File: src/core/seq_pkg.sv
package seq_pkg;

	localparam int unsigned NUM_SLOTS     = 128;
	localparam int unsigned SLOT_W        = 7;
	localparam int unsigned NUM_INPUTS    = 16;
	localparam int unsigned CHAN_W        = 5;
	localparam logic [4:0]  TEMP_CHANNEL  = 5'h10;
	localparam logic [6:0]  SLOT_RESET    = 7'h00;
	localparam logic [3:0]  INPUT_MASK    = 4'hf;
	localparam logic [16:0] STD_RESET     = 17'h00001;

	typedef enum logic [1:0] {
		MODE_IDLE    = 2'b00,
		MODE_CONVERT = 2'b01
	} run_state_t;

	typedef enum logic [1:0] {
		SEQ_STANDARD = 2'b00,
		SEQ_SLOTS    = 2'b01,
		SEQ_HOST     = 2'b11
	} seq_mode_t;

	typedef struct packed {
		logic       standard_sequencer_enable;
		logic       host_command_mode;
		logic [6:0] last_slot_index;
		logic       temperature_enable;
		logic [16:0] standard_channel_enable;
	} seq_config_t;

	typedef struct packed {
		logic       valid;
		logic [4:0] channel;
		logic       pass_end;
	} conversion_t;

endpackage : seq_pkg

File: src/core/channel_sequencer.sv
`timescale 1ns/1ps
`default_nettype none
module channel_sequencer (
	input  wire logic                 ref_clk_i,
	input  wire logic                 reset_n_i,
	input  wire seq_pkg::seq_config_t config_i,
	input  wire logic                 slot_write_i,
	input  wire logic [6:0]           slot_index_i,
	input  wire logic [3:0]           slot_channel_i,
	input  wire logic                 convert_start_i,
	input  wire logic [4:0]           host_channel_i,
	output var seq_pkg::conversion_t  conversion_o,
	output logic [6:0]                position_o
);
	////////////////////////////////////////////////////////////////////////////
	// State.
	seq_pkg::conversion_t conversion;
	seq_pkg::conversion_t next_conversion;
	logic [6:0]           slot_pos;
	logic [6:0]           next_slot_pos;
	logic                 temp_phase;
	logic                 next_temp_phase;
	logic [4:0]           std_pos;
	logic [4:0]           next_std_pos;
	logic [3:0]           slot_channel;
	seq_pkg::seq_mode_t   mode;
	logic [4:0]           std_pick;
	logic                 std_found;
	logic                 std_last;
	logic [7:0]           pass_count;
	logic [7:0]           next_pass_count;

	slot_table u_slot_table (
		.ref_clk_i      (ref_clk_i),
		.reset_n_i      (reset_n_i),
		.write_i        (slot_write_i),
		.write_index_i  (slot_index_i),
		.write_channel_i(slot_channel_i),
		.read_index_i   (slot_pos),
		.read_channel_o (slot_channel)
	);

	always_comb begin
		if (config_i.standard_sequencer_enable) begin
			mode = seq_pkg::SEQ_STANDARD;
		end else if (config_i.host_command_mode) begin
			mode = seq_pkg::SEQ_HOST;
		end else begin
			mode = seq_pkg::SEQ_SLOTS;
		end
	end

	// Find the next enabled standard channel at or after std_pos, wrapping once.
	always_comb begin
		std_pick  = 5'h00;
		std_found = 1'b0;
		for (int k = 0; k < 34; k++) begin
			if (!std_found) begin
				if (k < 17 && int'(std_pos) + k < 17 &&
				    config_i.standard_channel_enable[int'(std_pos) + k]) begin
					std_pick  = 5'(int'(std_pos) + k);
					std_found = 1'b1;
				end else if (k >= 17 && config_i.standard_channel_enable[k - 17]) begin
					std_pick  = 5'(k - 17);
					std_found = 1'b1;
				end
			end
		end
	end

	// The picked channel closes the pass when no enabled channel lies above it.
	always_comb begin
		std_last = 1'b1;
		for (int k = 0; k < 17; k++) begin
			if (k > int'(std_pick) && config_i.standard_channel_enable[k]) begin
				std_last = 1'b0;
			end
		end
	end

	////////////////////////////////////////////////////////////////////////////
	// At most one conversion per convert-start; none in standard mode with no channel enabled.
	always_comb begin
		next_conversion = '0;
		next_slot_pos   = slot_pos;
		next_temp_phase = temp_phase;
		next_std_pos    = std_pos;
		if (convert_start_i) begin
			next_conversion.valid = 1'b1;
			unique case (mode)
				seq_pkg::SEQ_STANDARD: begin
					next_conversion.valid    = std_found;
					next_conversion.channel  = std_pick;
					next_conversion.pass_end = std_last;
					next_std_pos = (std_pick == 5'd16) ? 5'h00 : 5'(std_pick + 5'd1);
				end
				seq_pkg::SEQ_HOST: begin
					next_conversion.channel  = host_channel_i;
					next_conversion.pass_end = 1'b1;
				end
				seq_pkg::SEQ_SLOTS: begin
					if (temp_phase) begin
						next_conversion.channel  = seq_pkg::TEMP_CHANNEL;
						next_conversion.pass_end = 1'b1;
						next_temp_phase = 1'b0;
						next_slot_pos   = 7'h00;
					end else begin
						next_conversion.channel = {1'b0, slot_channel};
						if (slot_pos >= config_i.last_slot_index) begin
							next_slot_pos = 7'h00;
							if (config_i.temperature_enable) begin
								next_temp_phase = 1'b1;
							end else begin
								next_conversion.pass_end = 1'b1;
							end
						end else begin
							next_slot_pos = slot_pos + 7'd1;
						end
					end
				end
				default: begin
					next_conversion.valid = 1'b0;
				end
			endcase
		end
	end

	always_ff @(posedge ref_clk_i) begin
		if (!reset_n_i) begin
			conversion <= '0;
			slot_pos   <= 7'h00;
			temp_phase <= 1'b0;
			std_pos    <= 5'h00;
		end else begin
			conversion <= next_conversion;
			slot_pos   <= next_slot_pos;
			temp_phase <= next_temp_phase;
			std_pos    <= next_std_pos;
		end
	end

	always_ff @(posedge ref_clk_i) begin
		if (!reset_n_i) begin
			position_o <= 7'h00;
		end else begin
			position_o <= next_slot_pos;
		end
	end

	assign conversion_o = conversion;

	////////////////////////////////////////////////////////////////////////////
	// Helper count of conversions within the current slot pass, for the checks only.
	always_comb begin
		next_pass_count = pass_count;
		if (mode != seq_pkg::SEQ_SLOTS) begin
			next_pass_count = 8'h00;
		end else if (conversion.valid) begin
			if (conversion.pass_end) begin
				next_pass_count = 8'h00;
			end else begin
				next_pass_count = 8'(pass_count + 8'd1);
			end
		end
	end

	always_ff @(posedge ref_clk_i) begin
		if (!reset_n_i) begin
			pass_count <= 8'h00;
		end else begin
			pass_count <= next_pass_count;
		end
	end
endmodule : channel_sequencer
`default_nettype wire

File: src/core/slot_table.sv
`timescale 1ns/1ps
`default_nettype none
module slot_table (
	input  wire logic                    ref_clk_i,
	input  wire logic                    reset_n_i,
	input  wire logic                    write_i,
	input  wire logic [seq_pkg::SLOT_W-1:0] write_index_i,
	input  wire logic [3:0]              write_channel_i,
	input  wire logic [seq_pkg::SLOT_W-1:0] read_index_i,
	output logic      [3:0]              read_channel_o
);
	logic [3:0] slot_channel_select [seq_pkg::NUM_SLOTS];
	logic [3:0] next_slot [seq_pkg::NUM_SLOTS];

	// Slots hold only 4-bit inputs, so the temperature code cannot be stored.
	generate
		for (genvar i = 0; i < seq_pkg::NUM_SLOTS; i++) begin : g_slot
			always_comb begin
				next_slot[i] = slot_channel_select[i];
				if (write_i && write_index_i == seq_pkg::SLOT_W'(i)) begin
					next_slot[i] = write_channel_i & seq_pkg::INPUT_MASK;
				end
			end
			always_ff @(posedge ref_clk_i) begin
				if (!reset_n_i) begin
					slot_channel_select[i] <= seq_pkg::SLOT_RESET[3:0];
				end else begin
					slot_channel_select[i] <= next_slot[i];
				end
			end
		end
	endgenerate

	assign read_channel_o = slot_channel_select[read_index_i];
endmodule : slot_table
`default_nettype wire

File: config.mk
export PLATFORM = sky130hd
export DESIGN_NAME = channel_sequencer
export DESIGN_NICKNAME = d
export VERILOG_FILES = /design/src/core/seq_pkg.sv /design/src/core/channel_sequencer.sv /design/src/core/slot_table.sv
export SDC_FILE = /design/constraint.sdc
export NUM_CORES = 1
export LEC_CHECK = 0
export ABC_AREA = 1
export BUFFER_PORTS_ARGS = -buffer_cell sky130_fd_sc_hd__clkbuf_2
export CELL_PAD_IN_SITES_DETAIL_PLACEMENT = 1
export CELL_PAD_IN_SITES_GLOBAL_PLACEMENT = 2
export CORE_ASPECT_RATIO = 0.7
export CORE_MARGIN = 2
export CORE_UTILIZATION = 40
export CTS_CLUSTER_SIZE = 10
export DETAILED_ROUTE_END_ITERATION = 6
export HOLD_SLACK_MARGIN = 0.03
export PLACE_DENSITY_LB_ADDON = 0.15
export SYNTH_ARGS = -nofsm -noshare
export SYNTH_HDL_FRONTEND = slang
export SYNTH_SLANG_ARGS = --single-unit
File: constraint.sdc
create_clock -name ref_clk_i -period 4.9 [get_ports ref_clk_i]
set_input_delay 0.49 -clock ref_clk_i [delete_from_list [all_inputs] [get_ports ref_clk_i]]
set_output_delay 0.49 -clock ref_clk_i [all_outputs]
set_load 0.01 [all_outputs]
# Yosys cells after proc, flatten, opt, wreduce, memory -nomap -nowiden
# Memories as Yosys holds them, arrays and structs flattened. A register that Yosys moved wholly into a read port is not among the register bits.
# Index checks and enable logic that the tools add are counted.
totals:
  ff_bits: 20
  ram_bits: 512
  input_bits: 47
  output_inout_bits: 14
  word_cells: 1230
  memories: 1
op_classes:
  n_addsub: 18
  magnitude_cmp: 51
  n_eq_ne: 258
  n_mux: 473
  bitwise: 128
  n_reduce_logical: 295
mem_list:
  columns: ["memory", "words", "width", "rd", "rd_clocked_by_memory_dff", "write_ports", "line", "source"]
  rows:
  - ["u_slot_table.slot_channel_select", 128, 4, 1, 1, 128, "slot_table.sv:12", "logic [3:0] slot_channel_select [seq_pkg::NUM_SLOTS];"]
ops:
  columns: ["cell", "count"]
  rows:
  - ["2-to-1 mux 4 bit", 256]
  - ["less-than comparator 32 x 6 -> 1 bit (second input constant)", 16]
  - ["less-than comparator 32 x 7 -> 1 bit (second input constant)", 16]
  - ["equality test 7 bit (second input constant)", 64]
  - ["2-to-1 mux 5 bit", 68]
  - ["AND reduction 2 bit", 131]
  - ["equality test 7 x 6 -> 1 bit (second input constant)", 32]
  - ["logical AND 1 bit", 161]
  - ["!= test 1 bit (second input constant)", 128]
  - ["bitwise OR 1 bit", 128]
  - ["2-to-1 mux 1 bit", 123]
  - ["equality test 7 x 5 -> 1 bit (second input constant)", 16]
  - ["binary-select mux 1 bit (select 5 bit)", 17]
  - ["equality test 7 x 4 -> 1 bit (second input constant)", 8]
  - ["adder 5 x 4 -> 6 bit (second input constant)", 8]
  - ["greater-than comparator 4 x 5 -> 1 bit (first input constant)", 8]
  - ["equality test 7 x 3 -> 1 bit (second input constant)", 4]
  - ["2-to-1 mux 7 bit", 4]
  - ["adder 5 x 3 -> 6 bit (second input constant)", 4]
  - ["greater-than comparator 3 x 5 -> 1 bit (first input constant)", 4]
  - ["one-hot mux 6 bit (3 select lines)", 1]
  - ["equality test 7 x 2 -> 1 bit (second input constant)", 2]
  - ["adder 5 x 2 -> 6 bit (second input constant)", 2]
  - ["greater-than comparator 2 x 5 -> 1 bit (first input constant)", 2]
  - ["other kinds (19)", 20]

# Logic depth before layout (Yosys ltp)
logic_depth:
  ltp_word: 90
  depth_mapped: 46
  depth_no_buf: 43

# Cells and area by module
# A second synthesis with hierarchy kept.
hier_totals:
  hier_cells: 3548
  hier_area_um2: 29464.5
by_module_without_submodules:
  columns: ["mod", "instances", "cells_each", "area_per_inst_um2", "seq_area_each_um2"]
  rows:
  - ["slot_table", 1, 2663, 24682.4, 15374.7]
  - ["channel_sequencer", 1, 885, 4782.1, 400.4]

# Worst setup path before layout
# OpenSTA, ideal clock, no wires.
synth_timing:
  path_kind: "flip-flop to flip-flop"
  start: "register std_pos[1]"
  end: "register conversion (netlist bit conversion_o[0])"
  setup_ps: 126
  arrival_ps: 4388
  required_ps: 4774
  setup_slack_ps: 386
  path_stages_with_launch: 37
  path_buffers: 4
  period_less_slack_ps: 4514
  path_cell_list: "dfxtp_1 > buf_4 > clkinv_2 > buf_4 > ha_1 > buf_2 > buf_2 > nand3_1 > nand3_1 > nand3_1 > nand3_1 > nand4_4 > nor2_4 > nand4_2 > nor2_4 > nand4_4 > nor2_4 > nand4_2 > nor2_4 > nand4_4 > nor2_4 > nand3_4 > nor2_4 > nand2_1 > nand3_2 > nand2_2 > ha_1 > nor2_1 > nor2_1 > nor2_1 > nand3_1 > nand2_1 > nor2_1 > nand3_1 > nor2_1 > nand2_1 > a21oi_2"
synth_via:
  elab_chain_cells: 90
  word_cells_on_any_way: 265
  cone_classes: "16 x add/sub; 33 x order compare; 183 x mux; 33 x reduce/logical"
synth_rtl:
  columns: ["element", "line", "source"]
  rows:
  - ["start, declared", "channel_sequencer.sv:23", "logic [4:0] std_pos;"]
  - ["start signal, assigned", "channel_sequencer.sv:138", "std_pos <= next_std_pos;"]
  - ["branches (longest 70 deep; another with less-than comparator 32 x 6 -> 1 bit)", null, null]
  - ["2-to-1 mux 5 bit *", "channel_sequencer.sv:58", "if (!std_found) begin"]
  - ["greater-than comparator 1 x 5 -> 1 bit", "channel_sequencer.sv:75", "if (k > int'(std_pick) && config_i.standard_channel_enable[k]) begin"]
  - ["logical AND 1 bit", "channel_sequencer.sv:75", null]
  - ["2-to-1 mux 1 bit (15 in a row)", "channel_sequencer.sv:75", null]
  - ["2-to-1 mux 1 bit *", "channel_sequencer.sv:75", null]
  - ["one-hot mux 6 bit (3 select lines) *", "channel_sequencer.sv:90", "unique case (mode)"]
  - ["end signal, assigned", "channel_sequencer.sv:135", "conversion <= next_conversion;"]
  - ["end, declared", "channel_sequencer.sv:17", "seq_pkg::conversion_t conversion;"]
# Mark *: on every way between the ends. The select of a mux whose other input is x is not followed.
# A chain may end at the register's enable or synchronous reset.

# Worst setup path in the final report
layout_timing:
  start: "register std_pos[0]"
  end: "register conversion (netlist bit conversion_o[0])"
# Same word-level chain as after synthesis.

==> impl_metrics.json <==
{
  "status": "complete, no violations",
  "clockPowerShare_pct": 26.1,
  "holdBufCountCts": 0,
  "cap_violations": 0,
  "required_ns": 5.46,
  "crit_path_start_kind": "flop",
  "grt_pass1_vias": 25200,
  "peakVddDrop_uv": 336,
  "post-route-period-util_pct": 96.2,
  "synth_top_area_cell": "edfxtp_1",
  "finalWirelength_um": 111000,
  "clock-sinks": 539,
  "netlist_area_mm2": 0.0287,
  "ys_warn_count": 0,
  "cp-end-kind": "flop",
  "clk_pin_slew_ns": 0.06,
  "cts_tree": "yes",
  "p_sw_share_pct": 39.1,
  "hold_violations": 0,
  "ctsLongestPathBuffers": 3,
  "ys_types": 58,
  "crit_fanout": 14,
  "syn_nets": 3374,
  "io_pins": 61,
  "core_area_mm2": 0.0713,
  "cp_slowest_cell": "xor2_1",
  "grt_pass1_wl_um": 163000,
  "cts-buffers-inserted": 61,
  "ys_seq_area_share_pct": 55.4,
  "antenna_found_initial": 7,
  "drt_iter0_drc": 2594,
  "portBuffers": 60,
  "synthCells": 3296,
  "areaGrowthSynthToFinish_pct": 13.8,
  "synthTopCellsByArea": "edfxtp_1 54%, nor2_1 12%, o21ai_0 8.3%, nand3_1 4.7%, nand2_1 3.6%",
  "p_int_uw": 9740,
  "synth_top_area_share_pct": 53.6,
  "final_nets": 3399,
  "wl_per_cell_um": 25.8,
  "finClkSkew_ns": 0.0190,
  "cp_top_family": "simple AND/OR/NAND/NOR gates",
  "finalSetupViolCount": 0,
  "place_worst_setup_slack_ns": -0.183,
  "post-synth-top-count-cell": "nor2_1",
  "fp.dieW_um": 324,
  "layout_setup_ws_ns": 0.188,
  "total_power_uw": 16000,
  "synth_edf_count": 512,
  "num_rows": 82,
  "critPathKind": "flop to flop",
  "ys_ff_latch": 539,
  "die-area_mm2": 0.0740,
  "postSynthAreaPerCell_um2": 8.71,
  "insertedDiodeCount": 0,
  "maxSlewHeadroom_pct": 19.5,
  "final_area_mm2": 0.0327,
  "start_util_pct": 40.3,
  "hpwl_um": 75400,
  "grt_use_met3_pct": 7.32,
  "synthTopCellsByCount": "953 x nor2_1, 512 x edfxtp_1, 477 x o21ai_0",
  "period_needed_ns": 4.71,
  "ys.flop_type": "edfxtp_1",
  "finalMaxSlewViolations": 0,
  "place_congestion": 0.954,
  "p_switching_uw": 6250,
  "grt_use_met2_pct": 42.4,
  "critPathMostFrequentCell": "nand2_1",
  "die_height_um": 228,
  "worstMarginPinSlew_ns": 1.20,
  "powerDensity_mw_per_mm2": 489,
  "htreeDepth": 2,
  "gr-total-overflow": 0,
  "combPwrFrac_pct": 40.1,
  "fillers": 8199,
  "drc_errors": 0,
  "track_usage_pct": 29.6,
  "drive_gt1_share_pct": 12.5,
  "drt_pass1_iterations": 6,
  "grt_max_degree": 157,
  "async_flop_share_pct": 0,
  "grt_use_met1_pct": 44.4,
  "viasPerCell": 5.91,
  "place_area_mm2": 0.0303,
  "hold_path_class": "input pin to flop",
  "cp_slowest_stage_delay_ns": 0.40,
  "clk_latency_ns": 0.65,
  "root_buffer": "clkbuf_16",
  "path_buf_inv": 4,
  "ant_nets": 0,
  "busiest_layer": "met1",
  "p_leak_uw": 0.0121,
  "cp.arrival_ns": 5.27,
  "p_seq_share_pct": 33.8,
  "max_freq_mhz": 212,
  "dr_total_vias": 25500
}
flip-flops by register name (all words and copies together), names as in the netlist, named ones only:
| signal | count |
|---|---|
| std_pos | 5 |
| conversion_o | 7 |
| temp_phase | 1 |
| u_slot_table.slot_channel_select | 512 |
| position_o | 7 |
worst register-to-register path, delay by kind of cell (launching register included):
kind / cells / cell delay (ns)
AOI/OAI and AO/OA: 5 / 0.81
xor gates and xnor gates: 1 / 0.40
adders and majority gates: 2 / 0.35
buffers and inverters: 4 / 0.56
DFF: 1 / 0.37
and+or+nand+nor: 19 / 2.14
stage by stage:
stage	instances	hold slack, ns	setup TNS [ns]	utilization [%]
after global routing	4310	0.103	-0.206	45.8
after CTS	4286	0.0634	0	44.9
after floorplan	3296	0.458	0	-
final	4310	0.106	0	45.8
after detailed placement	4200	0.486	-0.287	42.4
after global placement	4200	0.476	0	42.4
layer usage:
metal	routed length, um	up-vias	share of wire [%]
met4	2710	0	2.4
met2	46700	997	42
met1	51300	12900	46
met5	0	-	0
met3	10500	146	9.4
li1	-	11500	-
power by group through the flow:
stage | registers (uW) | logic [uW] | clock network, uW
2_1_floorplan | 5440 | 3300 | 0
5_1_grt | 5430 | 6920 | 4400
6_report | 5400 | 6410 | 4180
4_1_cts | 5390 | 5490 | 4240
3_5_place_dp | 5480 | 5460 | 0
3_3_place_gp | 5470 | 5420 | 0
final cells by class:
class	count	area (um2)	area share, %
multi-input combinational	2367	11700	35.7
sequential	539	15900	48.8
inverter	155	618	1.89
tap	966	1210	3.70
timing repair buffer	197	1520	4.66
clock buffer	80	1630	4.99
clock inverter	6	83.8	0.257
layout by cell type (no fill, tap or decap), types with 9 or more instances in the layout:
cell type  instances
a21oi_1           40
nor2_1           946
clkbuf_2          59
clkbuf_16         64
buf_4            119
nor3_2             9
ha_1              21
nand3_2           25
clkbuf_1          17
o22ai_1          162
buf_12            10
dfxtp_1           20
edfxtp_1         512
inv_1            127
o21ai_0          474
o211ai_1           9
o21ai_1            9
nand3_1          252
nand2_1          260
nor2_2             9
inv_2             13
nand4_1           16
nand2_2           23
path summary, 6_finish.rpt:
| kind | start | endpoint | cells after the start | slack, ns |
|---|---|---|---|---|
| setup / recovery | std_pos[0] | conversion_o[0] | 31 | 0.19 |
| hold reg to reg | temp_phase | temp_phase | 2 | 0.49 |
| setup reg to reg | std_pos[0] | conversion_o[0] | 31 | 0.19 |
| hold / removal | host_channel_i[4] | conversion_o[5] | 3 | 0.11 |
what timing repair did:
item / in CTS / in global routing
gates resized for setup: 7 / 111
pin swaps: 0 / 26
cloned: 0 / 2
endpoints found under the setup margin: 4 / 6
setup buffers: 0 / 22
cells by family (layout without fill, tap and decap cells):
family	count (synthesis)	in the layout	synth area share [%]
xor+xnor	15	15	0.536
buf+inv	390	438	5.40
fa+ha+maj	31	31	1.35
flops	539	539	55.4
compound gates	738	738	14.1
simple gates	1583	1583	23.1
No activity file was read; power rests on OpenSTA's default activity.
